## src/design/tvr_pkg.sv

```systemverilog
// Package for the temperature and voltage readout block: offsets, fields, timing and carriers
package tvr_pkg;
    // Register offsets within the register port
    localparam logic [7:0] OffChipsetValue = 8'h21;
    localparam logic [7:0] OffVccValue = 8'h22;
    localparam logic [7:0] OffRemote1Value = 8'h25;
    localparam logic [7:0] OffLocalValue = 8'h26;
    localparam logic [7:0] OffRemote2Value = 8'h27;
    localparam logic [7:0] OffFan1MinCountHigh = 8'h55;
    localparam logic [7:0] OffRemote1Offset = 8'h70;
    localparam logic [7:0] OffLocalOffset = 8'h71;
    localparam logic [7:0] OffRemote2Offset = 8'h72;
    localparam logic [7:0] OffConfig2 = 8'h73;
    localparam logic [7:0] OffExtRes1 = 8'h76;
    localparam logic [7:0] OffExtRes2 = 8'h77;
    localparam logic [7:0] OffConfig5 = 8'h7c;
    // Field positions
    localparam int ChanSelLsb = 5;
    localparam int Cfg2AvgOffBit = 4;
    localparam int Cfg2SingleBit = 6;
    localparam int Cfg5TwosBit = 0;
    localparam int ExtRemote2Lsb = 6;
    localparam int ExtLocalLsb = 4;
    localparam int ExtRemote1Lsb = 2;
    localparam int ExtChipsetLsb = 0;
    localparam int ExtVccLsb = 2;
    // Reset values
    localparam logic [7:0] ResetZero = 8'h00;
    localparam logic [7:0] ResetConfig5 = 8'h00;
    // Code limits and format constants
    localparam logic [9:0] CodeMax = 10'h3ff;
    localparam logic [9:0] CodeNominalSupply = 10'h300;
    localparam logic [11:0] ExtOffset64 = 12'h100;
    localparam logic [11:0] TempMinTwos = 12'he00;
    localparam logic [11:0] TempMaxTwos = 12'h1ff;
    localparam logic [11:0] TempMaxExt = 12'h2ff;
    localparam logic [11:0] TempMinExt = 12'hf00;
    // Averaging
    localparam int AvgCount = 16;
    localparam int AvgShift = 4;
    // Measurement timing
    localparam int ClockMhz = 125;
    localparam int RemoteTimeMs = 38;
    localparam int RemoteCycles = RemoteTimeMs * 1000 * ClockMhz;
    // Channel select codes
    typedef enum logic [2:0] {
        TVR_CH_NONE = 3'b000,
        TVR_CH_CHIPSET = 3'b001,
        TVR_CH_VCC = 3'b010,
        TVR_CH_REMOTE1 = 3'b101,
        TVR_CH_LOCAL = 3'b110,
        TVR_CH_REMOTE2 = 3'b111
    } tvr_chan_t;
    // Register port request
    typedef struct packed {
        logic write;
        logic read;
        logic [7:0] addr;
        logic [7:0] wdata;
    } tvr_reg_req_t;
    // Raw conversion from the analog front end
    typedef struct packed {
        logic valid;
        logic [2:0] chan;
        logic [9:0] code;
    } tvr_sample_t;
endpackage : tvr_pkg

```

## src/design/tvr_readout.sv

```systemverilog
// Digital readout of the temperature and voltage measurement path
// What this block does
// RULE1 - Single-channel mode converts only the selected input
// RULE2 - Select codes: 001,010,101,110,111 map channels
// RULE3 - Voltage codes are unsigned 10-bit, saturating
// RULE4 - Temperature MSBs go to three value registers
// RULE5 - Temperatures use offset-64 or twos complement
// RULE6 - Config5 bit0 selects twos complement storage
// RULE7 - Range -128..127 or -64..191, quarter degree
// RULE8 - Sixteen raw samples average into each value
// RULE9 - Remote measurement nominally takes 38 ms
// RULE10 - Two low bits kept in extended register
// RULE11 - Ext bits: remote2 7:6, local 5:4, remote1 3:2
// RULE12 - Channel offset added before storing temperature
// RULE13 - Remote offsets are signed 8-bit, always added
// RULE14 - Software programs summed offsets per channel
// RULE15 - Value updates only after full averaging
module tvr_readout
    import tvr_pkg::*;
(
    // Clock and reset
    input wire logic mclk,
    input wire logic resetn,
    // Register port
    input wire tvr_pkg::tvr_reg_req_t regReq,
    output logic [7:0] regRdata,
    // Front end conversion stream and channel request
    input wire tvr_pkg::tvr_sample_t sample,
    output logic [2:0] convChan,
    output logic convStart
);
    import tvr_pkg::*;

    ////////////////////////////////////////////////////////////////////////
    // Software registers
    logic [7:0] fan1MinCountHigh_reg; // Upper bits hold channel select
    logic [7:0] config2_reg; // Averaging and single-channel controls
    logic [7:0] config5_reg; // Temperature format control
    logic [7:0] offsets_reg [3]; // Remote1, local, remote2 offsets
    logic [7:0] tempValue_reg [3]; // Stored temperature MSBs
    logic [1:0] tempLow_reg [3]; // Stored quarter-degree bits
    logic [9:0] chipsetCode_reg; // Chipset supply code
    logic [9:0] vccCode_reg; // Own supply code
    logic [2:0] chanSel;
    logic singleMode;
    logic avgOff;
    logic twosMode;

    assign chanSel = fan1MinCountHigh_reg[ChanSelLsb +: 3];
    assign singleMode = config2_reg[Cfg2SingleBit];
    assign avgOff = config2_reg[Cfg2AvgOffBit];
    assign twosMode = config5_reg[Cfg5TwosBit]; // RULE6

    // Register writes; offsets carry the summed correction software chose
    always_ff @(posedge mclk) begin
        if (!resetn) begin
            fan1MinCountHigh_reg <= ResetZero;
            config2_reg <= ResetZero;
            config5_reg <= ResetConfig5;
            offsets_reg[0] <= ResetZero;
            offsets_reg[1] <= ResetZero;
            offsets_reg[2] <= ResetZero;
        end else if (regReq.write) begin
            unique case (regReq.addr)
                OffFan1MinCountHigh: fan1MinCountHigh_reg <= regReq.wdata; // RULE1
                OffConfig2: config2_reg <= regReq.wdata;
                OffConfig5: config5_reg <= regReq.wdata;
                OffRemote1Offset: offsets_reg[0] <= regReq.wdata; // RULE13 RULE14
                OffLocalOffset: offsets_reg[1] <= regReq.wdata;
                OffRemote2Offset: offsets_reg[2] <= regReq.wdata; // RULE13 RULE14
                default: ; // Other addresses are read-only or unmapped
            endcase
        end
    end

    ////////////////////////////////////////////////////////////////////////
    // Conversion scheduler: round robin, or one channel in single mode
    logic [2:0] rrIdx_reg;
    logic [2:0] rrChan;
    logic [31:0] waitCnt_reg; // Gap between conversion requests
    logic samplesDone; // This sample closes an average
    logic isTemp; // Sample belongs to a temperature channel

    // Round-robin order over the five channels
    always_comb begin
        unique case (rrIdx_reg)
            3'h0: rrChan = TVR_CH_CHIPSET;
            3'h1: rrChan = TVR_CH_VCC;
            3'h2: rrChan = TVR_CH_REMOTE1;
            3'h3: rrChan = TVR_CH_LOCAL;
            default: rrChan = TVR_CH_REMOTE2;
        endcase
    end

    // Issue a start each time the previous sample returns
    always_ff @(posedge mclk) begin
        if (!resetn) begin
            rrIdx_reg <= 3'h0;
            convChan <= TVR_CH_NONE;
            convStart <= 1'b0;
            waitCnt_reg <= 32'h0;
        end else begin
            convStart <= 1'b0;
            if (waitCnt_reg == 32'h0) begin
                convStart <= 1'b1;
                convChan <= singleMode ? chanSel : rrChan; // RULE1 RULE2
                // Remote 38 ms budget spread over sixteen raw samples
                waitCnt_reg <= 32'(RemoteCycles / AvgCount); // RULE9
            end else if (sample.valid) begin
                waitCnt_reg <= 32'h0;
                if (samplesDone)
                    rrIdx_reg <= (rrIdx_reg == 3'h4) ? 3'h0 : rrIdx_reg + 3'h1;
            end else begin
                waitCnt_reg <= waitCnt_reg - 32'h1;
            end
        end
    end

    ////////////////////////////////////////////////////////////////////////
    // Averaging accumulator
    logic [13:0] accum_reg;
    logic [3:0] avgCnt_reg;
    logic [13:0] accumNext;
    logic [9:0] avgCode;

    // Temperature codes are signed, so they are sign-extended; readings of both signs then average correctly
    assign accumNext = accum_reg + {{4{isTemp & sample.code[9]}}, sample.code};
    assign samplesDone = avgOff || (avgCnt_reg == 4'(AvgCount - 1)); // RULE8 RULE15
    assign avgCode = avgOff ? sample.code : accumNext[AvgShift +: 10]; // RULE8

    // Sum sixteen raw codes, restart after each result
    always_ff @(posedge mclk) begin
        if (!resetn) begin
            accum_reg <= 14'h0;
            avgCnt_reg <= 4'h0;
        end else if (sample.valid) begin
            if (samplesDone) begin
                accum_reg <= 14'h0;
                avgCnt_reg <= 4'h0;
            end else begin
                accum_reg <= accumNext;
                avgCnt_reg <= avgCnt_reg + 4'h1;
            end
        end
    end

    ////////////////////////////////////////////////////////////////////////
    // Temperature format: signed quarter-degree plus offset, then clamp
    logic [1:0] tIdx;
    logic [11:0] tempSum;
    logic [11:0] tempClamped;
    logic [9:0] tempCode;

    always_comb begin
        isTemp = 1'b1;
        unique case (sample.chan)
            TVR_CH_REMOTE1: tIdx = 2'h0;
            TVR_CH_LOCAL: tIdx = 2'h1;
            TVR_CH_REMOTE2: tIdx = 2'h2;
            default: begin
                tIdx = 2'h0;
                isTemp = 1'b0;
            end
        endcase
    end

    // Offset is whole degrees, so it lands above the two fraction bits
    assign tempSum = {{2{avgCode[9]}}, avgCode} + {{2{offsets_reg[tIdx][7]}}, offsets_reg[tIdx], 2'h0}; // RULE12

    // Clamp to the range of the active format and re-bias for offset-64
    always_comb begin
        if (twosMode) begin
            if ($signed(tempSum) < $signed(TempMinTwos)) tempClamped = TempMinTwos; // RULE7
            else if ($signed(tempSum) > $signed(TempMaxTwos)) tempClamped = TempMaxTwos;
            else tempClamped = tempSum;
            tempCode = tempClamped[9:0]; // RULE5
        end else begin
            if ($signed(tempSum) < $signed(TempMinExt)) tempClamped = TempMinExt; // RULE7
            else if ($signed(tempSum) > $signed(TempMaxExt)) tempClamped = TempMaxExt;
            else tempClamped = tempSum;
            tempCode = 10'(tempClamped + ExtOffset64); // RULE5
        end
    end

    ////////////////////////////////////////////////////////////////////////
    // Result registers, written only when an average completes
    always_ff @(posedge mclk) begin
        if (!resetn) begin
            for (int i = 0; i < 3; i++) begin
                tempValue_reg[i] <= ResetZero;
                tempLow_reg[i] <= 2'h0;
            end
            chipsetCode_reg <= 10'h0;
            vccCode_reg <= 10'h0;
        end else if (sample.valid && samplesDone) begin // RULE15
            if (isTemp) begin
                tempValue_reg[tIdx] <= tempCode[9:2]; // RULE4
                tempLow_reg[tIdx] <= tempCode[1:0]; // RULE10
            end else if (sample.chan == TVR_CH_CHIPSET) begin
                chipsetCode_reg <= (avgCode > CodeMax) ? CodeMax : avgCode; // RULE3
            end else if (sample.chan == TVR_CH_VCC) begin
                vccCode_reg <= (avgCode > CodeMax) ? CodeMax : avgCode; // RULE3
            end
        end
    end

    ////////////////////////////////////////////////////////////////////////
    // Read mux, registered
    logic [7:0] extRes2;
    logic [7:0] extRes1;

    always_comb begin
        extRes2 = 8'h0;
        extRes2[ExtRemote2Lsb +: 2] = tempLow_reg[2]; // RULE11
        extRes2[ExtLocalLsb +: 2] = tempLow_reg[1]; // RULE11
        extRes2[ExtRemote1Lsb +: 2] = tempLow_reg[0]; // RULE11
        extRes1 = 8'h0;
        extRes1[ExtChipsetLsb +: 2] = chipsetCode_reg[1:0];
        extRes1[ExtVccLsb +: 2] = vccCode_reg[1:0];
    end

    // Unmapped addresses read as zero
    always_ff @(posedge mclk) begin
        if (!resetn) begin
            regRdata <= 8'h0;
        end else if (regReq.read) begin
            unique case (regReq.addr)
                OffChipsetValue: regRdata <= chipsetCode_reg[9:2];
                OffVccValue: regRdata <= vccCode_reg[9:2];
                OffRemote1Value: regRdata <= tempValue_reg[0]; // RULE4
                OffLocalValue: regRdata <= tempValue_reg[1]; // RULE4
                OffRemote2Value: regRdata <= tempValue_reg[2]; // RULE4
                OffFan1MinCountHigh: regRdata <= fan1MinCountHigh_reg;
                OffRemote1Offset: regRdata <= offsets_reg[0];
                OffLocalOffset: regRdata <= offsets_reg[1];
                OffRemote2Offset: regRdata <= offsets_reg[2];
                OffConfig2: regRdata <= config2_reg;
                OffExtRes1: regRdata <= extRes1;
                OffExtRes2: regRdata <= extRes2; // RULE10
                OffConfig5: regRdata <= config5_reg;
                default: regRdata <= 8'h0;
            endcase
        end
    end
endmodule : tvr_readout

```

## config.mk

```make
export PLATFORM = sky130hd
export DESIGN_NAME = tvr_readout
export DESIGN_NICKNAME = d
export VERILOG_FILES = /design/src/design/tvr_pkg.sv /design/src/design/tvr_readout.sv
export SDC_FILE = /design/constraint.sdc
export NUM_CORES = 1
export LEC_CHECK = 0
export ABC_AREA = 1
export BUFFER_PORTS_ARGS = -buffer_cell sky130_fd_sc_hd__buf_2
export CAP_MARGIN = 5
export CORE_ASPECT_RATIO = 1.2
export CORE_MARGIN = 2
export CORE_UTILIZATION = 58
export CTS_BUF_LIST = sky130_fd_sc_hd__clkbuf_8
export CTS_CLUSTER_DIAMETER = 50
export DETAILED_ROUTE_END_ITERATION = 12
export MAX_ROUTING_LAYER = met4
export PLACE_DENSITY = 0.84
export SLEW_MARGIN = 20
export SYNTH_ARGS = -nofsm -noshare
export SYNTH_HDL_FRONTEND = slang
export SYNTH_SLANG_ARGS = --single-unit
```

## constraint.sdc

```tcl
create_clock -name mclk -period 4.6 [get_ports mclk]
set_input_delay 0.92 -clock mclk [delete_from_list [all_inputs] [get_ports mclk]]
set_output_delay 0.92 -clock mclk [all_outputs]
set_load 0.05 [all_outputs]
```

* Yosys cells after proc, flatten, opt, wreduce, memory -nomap -nowiden
Memories as Yosys holds them, arrays and structs flattened.
Index checks and enable logic that the tools add are counted.
** Cells by class
- Add/sub/neg operators :: 6
- $mul :: 0
- Div/mod/pow operators :: 0
- $lt $le $gt $ge :: 5
- Eq/ne operators :: 23
- Shifts and indexed selects :: 0
- Mux-type cells :: 45
- Bitwise logic cells :: 8
- Reductions and logical operators :: 14
** Operators with widths (number)
- 8-bit one-hot mux with 13 select lines :: 1
- 10-bit two-way mux :: 8
- 8-bit by 7-bit equality test with 1-bit output (second input constant) :: 8
- 8-bit by 6-bit equality test with 1-bit output (second input constant) :: 5
- 19-bit two-way mux :: 2
- 32-bit zero test :: 1
- 8-bit two-way mux :: 4
- 32-bit by 1-bit subtractor with 32-bit output (second input constant) :: 1
- 1-bit two-way mux :: 21
- 14-bit adder :: 1
- 14-bit two-way mux :: 1
- 3-bit equality test (second input constant) :: 4
- 3-bit one-hot mux with 4 select lines :: 1
- 10-bit by 10-bit adder with 11-bit output :: 1
- 11-bit by 10-bit > comparator with 1-bit output (second input constant) :: 1
- 11-bit > comparator (second input constant) :: 1
- 11-bit by 10-bit < comparator with 1-bit output (second input constant) :: 1
- 11-bit by 9-bit < comparator with 1-bit output (second input constant) :: 1
- 10-bit by 9-bit adder with 10-bit output (second input constant) :: 1
- 10-bit > comparator (second input constant) :: 1
- 3-bit by 2-bit equality test with 1-bit output (second input constant) :: 3
- 8-bit OR reduction :: 1
- 3-bit by 1-bit equality test with 1-bit output (second input constant) :: 2
- 2-bit two-way mux :: 3
- 17 further kinds :: 27
** Word-level totals
- Register bits :: 109
- Bits in latches :: 0
- Bits in writable memories :: 54
- Memory bits (read-only) :: 0
- Input port bits :: 34
- Output and inout port bits :: 12
- Logic and storage cells :: 117
- Memories kept :: 3
** Memories
- offsets_reg :: depth 3, width 8, rd ports 4, clocked after memory_dff 0, write ports 3, line tvr_readout.sv:39 : logic [7:0] offsets_reg [3];
- tempValue_reg :: depth 3, width 8, rd ports 3, clocked after memory_dff 0, write ports 3, line tvr_readout.sv:40 : logic [7:0] tempValue_reg [3];
- tempLow_reg :: depth 3, width 2, rd ports 3, clocked after memory_dff 0, write ports 3, line tvr_readout.sv:41 : logic [1:0] tempLow_reg [3];

* Depth between registers and ports, before layout
- Depth after elaboration :: 14
- Gate-level depth with buffers :: 26
- Depth with buffers taken out :: 26

* Worst setup path after synthesis
Ideal clock, no wire load.
- Path kind :: in2reg
- Start :: input sample[0] (netlist name)
- End :: memory tempLow_reg[1][0] (data pin)
- Library setup time :: 0.147 ns
- Arrival :: 3.735 ns
- Data required time :: 4.453 ns
- Slack :: 0.718 ns
- Stages on the path :: 23
- Buffers on the path :: 0
- Cells stage by stage :: ha_1 inv_1 fa_1 nand3b_1 nand3_1 nand2_1 nand2_1 nand2_1 nand2_1 nand2_1 nand3_1 nand2_1 ha_1 fa_1 nand3_1 nand2_1 nand2_1 nand3_1 nand2_2 nand3_2 a21oi_4 o21ai_1 a21oi_1
** RTL lines
- from (decl) :: line tvr_readout.sv:28 : input wire tvr_pkg::tvr_sample_t sample,
- to (decl) :: line tvr_readout.sv:41

==> flow_summary.json <==
{
  "status": "complete, no violations",
  "postSynthCellCount": 1146,
  "clk_latency_ps": 490,
  "setup_violations": 0,
  "timing.critical_path.required_ps": 4930,
  "die_h_um": 138.6,
  "cts_num_sinks": 163,
  "num-nets-final": 1255,
  "core.rowCount": 49,
  "synth_area_mm2": 0.008761,
  "path_max_fanout": 5,
  "first_iter_violations": 613,
  "largest_register_ffs": 32,
  "route.vias.total": 7751,
  "net-switching-power_w": 0.001691,
  "regToRegEndpoint": "tempLow_reg[1][1]",
  "cp-startpoint": "sample[0]",
  "finalClockSkew_ps": 19.86,
  "hold_buffers": 0,
  "post_cts.resized_instances": 0,
  "maxCapViolCount": 0,
  "grt.overflow.total": 0,
  "power_share_of_the_sequential_group_pct": 39.0,
  "static-leakage-power_nw": 4.288,
  "worst-r2r-setup-slack_ps": 830,
  "fin_crit_ps": 3956,
  "synth.yosys.warnings": 0,
  "hold_path_class": "reg -> reg",
  "power_density_mw_per_mm2": 455.1,
  "yosys.cell_types.count": 50,
  "track_usage_pct": 28.88,
  "detail_route.first_pass.iterations": 6,
  "yosys_register_bits": 163,
  "postSynthAreaPerCell_um2": 7.645,
  "floorplan.die_area_mm2": 0.01611,
  "peakVddDrop_uv": 377.4,
  "cts_tree": "yes",
  "hold_slack_ps": 459.0,
  "cts.root.buffer_cell": "sky130_fd_sc_hd__clkbuf_8",
  "ff_to_ff_start": "accum_reg[0]",
  "worst_r2r_path_depth": 22,
  "worst_setup_path_start_kind": "input port",
  "hold_violations": 0,
  "number_of_clock_buffers_inserted_by_tritoncts": 17,
  "postSynthNetCount": 1209,
  "design_area_mm2": 0.009612,
  "area.growth.synth_to_final_pct": 9.712,
  "critical_path.endpoint_type": "register",
  "final_core_util_pct": 64.52,
  "detail-route-antenna-nets": 0,
  "port_buffers": 45,
  "clkPwrFrac_pct": 25.9,
  "wire_length_of_the_first_global_routing_pass_um": 35170,
  "floorplan.io_pins": 46,
  "place_hpwl_um": 16140,
  "cts.reportedPaths.clkPinSlew_ps": 100,
  "initial_core_util_pct": 58.81,
  "drt_wl_total_um": 21890,
  "combPwrFrac_pct": 35.1,
  "clock_path_buffers": 2,
  "timing.setup.critical_path_class": "in -> reg",
  "antenna_found_initial": 1,
  "number_of_global_route_vias_before_repair": 7348,
  "timing_worst_slew_pin_value_ps": 1060,
  "power_switching_share_pct": 38.66,
  "drv_slew": 0,
  "final_layout_size_suffix_gt1_share_pct": 10.79,
  "wire_length_per_cell_after_detailed_routing_um": 15.53,
  "routabilityCongestion": 0.9431,
  "critical_path.endpoint": "tempLow_reg[1][1]",
  "sequential_fraction_of_the_synthesis_area_pct": 43.42,
  "timing.max_slew.rel_slack_pct": 29.08,
  "pin_count_of_the_biggest_net_entering_global_routing": 51,
  "grt_setup_unrepaired": "no",
  "post_cts_buffers": 0,
  "die_width_um": 116.2,
  "core_area_mm2": 0.01490,
  "drcViolationCount": 0,
  "post_dp_cell_area_mm2": 0.009178,
  "fin_crit_sh_pct": 86.01,
  "mostFrequentLayoutCell": "sky130_fd_sc_hd__nand2_1",
  "arrival_ps": 4280,
  "h-tree-depth": 4,
  "fmax_mhz": 252.7,
  "layout.cells.most_common_list": "sky130_fd_sc_hd__nand2_1, sky130_fd_sc_hd__inv_1, sky130_fd_sc_hd__nor2_1, sky130_fd_sc_hd__dfxtp_1, sky130_fd_sc_hd__a21oi_1",
  "drt-vias-per-instance": 5.497,
  "setup_total_negative_slack_ps": 0,
  "internal_power_w": 0.002683
}
layout make-up:
cell class | instances | area (um2)
fillers | 1260 | 5286
inverters | 145 | 544.3
multi-input cells | 814 | 4304
clock buffers | 17 | 234.0
clock inverters | 15 | 197.7
diodes | 1 | 2.502
repair buffers | 51 | 270.3
flip-flops and latches | 163 | 3804
well taps | 204 | 255.2
metal layers:
layer  track usage (%)  routed length, um  vias up
li1                  -                  -     3870
met1             34.11               8796     3518
met2             47.71              10980      304
met3             5.288               1352       59
met4             12.78                768        0
met5                 -                  0        -
cells in the mapped netlist, drive strengths merged:
cell / number / area, um2
nand2: 282 / 1076
inv: 145 / 544.3
nor2: 125 / 538.0
dfxtp: 109 / 2182
a21oi: 94 / 496.7
nand3: 84 / 430.4
o21ai: 80 / 400.4
edfxtp: 54 / 1622
ha: 27 / 337.8
xor2: 23 / 201.4
clkbuf: 17 / 63.81
nor3: 14 / 101.4
nand4: 10 / 90.08
xnor2: 10 / 87.58
o21a: 9 / 67.56
buf: 7 / 45.04
nand3b: 7 / 52.55
o211ai: 7 / 52.55
a22o: 6 / 52.55
o21bai: 6 / 45.04
o2bb2ai: 6 / 52.55
o22ai: 4 / 25.02
a211oi: 3 / 27.52
a21o: 2 / 15.01
fa: 2 / 40.04
nor3b: 2 / 15.01
nor4: 2 / 27.53
o32ai: 2 / 17.52
or2: 2 / 12.51
a31oi: 1 / 6.260
a32o: 1 / 10.01
a41oi: 1 / 8.760
o211a: 1 / 10.01
or3: 1 / 6.260
cell families (layout without fill, tap and decap cells):
family,Yosys count,in the layout,share of synthesized area [%]
flip-flops,163,163,43.42
AND/OR/NAND/NOR,529,529,26.82
other,0,1,0
XOR/XNOR,33,33,3.299
AO/OA/AOI/OAI,223,223,14.70
buffers and inverters,169,228,7.455
adder cells (fa/ha/maj),29,29,4.313
worst max-delay path, stage by stage:
cell	delay, ps
sky130_fd_sc_hd__buf_2	90
sky130_fd_sc_hd__ha_1	160
sky130_fd_sc_hd__inv_1	60
sky130_fd_sc_hd__fa_1	390
sky130_fd_sc_hd__nand3b_1	170
sky130_fd_sc_hd__nand3_1	120
sky130_fd_sc_hd__nand2_1	70
sky130_fd_sc_hd__nand2_1	110
sky130_fd_sc_hd__xor2_1	160
sky130_fd_sc_hd__inv_1	70
sky130_fd_sc_hd__o21ai_0	320
sky130_fd_sc_hd__ha_1	350
sky130_fd_sc_hd__a21oi_1	160
sky130_fd_sc_hd__nand2_1	110
sky130_fd_sc_hd__nand3_1	100
sky130_fd_sc_hd__nand2_1	60
sky130_fd_sc_hd__nand2_1	100
sky130_fd_sc_hd__nand2_2	110
sky130_fd_sc_hd__nor2_2	210
sky130_fd_sc_hd__inv_2	90
sky130_fd_sc_hd__nand2_1	70
sky130_fd_sc_hd__nand2_1	90
sky130_fd_sc_hd__a21oi_1	180
power groups by stage:
stage	Clock, W	Combinational, W	Sequential, W
global placement	0	0.00148	0.00173
floorplan	0	0.00118	0.00176
detailed placement	0	0.00152	0.00174
global route	0.00119	0.00173	0.00173
finish	0.00113	0.00153	0.00171
CTS	0.00113	0.00153	0.00171
worst min-delay path by stage:
| stage | from | end | slack [ps] | depth (start not counted) |
|---|---|---|---|---|
| detailed placement | config5_reg[6] | config5_reg[6] | 450 | 2 |
| finish | config2_reg[2] | config2_reg[2] | 460 | 2 |
| floorplan | config5_reg[1] | config5_reg[1] | 420 | 2 |
| global route | accum_reg[11] | accum_reg[11] | 480 | 2 |
| global placement | config5_reg[6] | config5_reg[6] | 440 | 2 |
| CTS | config5_reg[6] | config5_reg[6] | 460 | 2 |
per-stage QoR:
step                power (W)  instances  setup WS (ps)
global route         0.004646       1410          267.2
detailed placement   0.003259       1377          157.7
global placement     0.003219       1377          279.6
CTS                  0.004372       1409          651.7
finish               0.004374       1410          643.5
floorplan            0.002941       1146          718.5
Note: power is estimated with default switching activity, not from simulation.
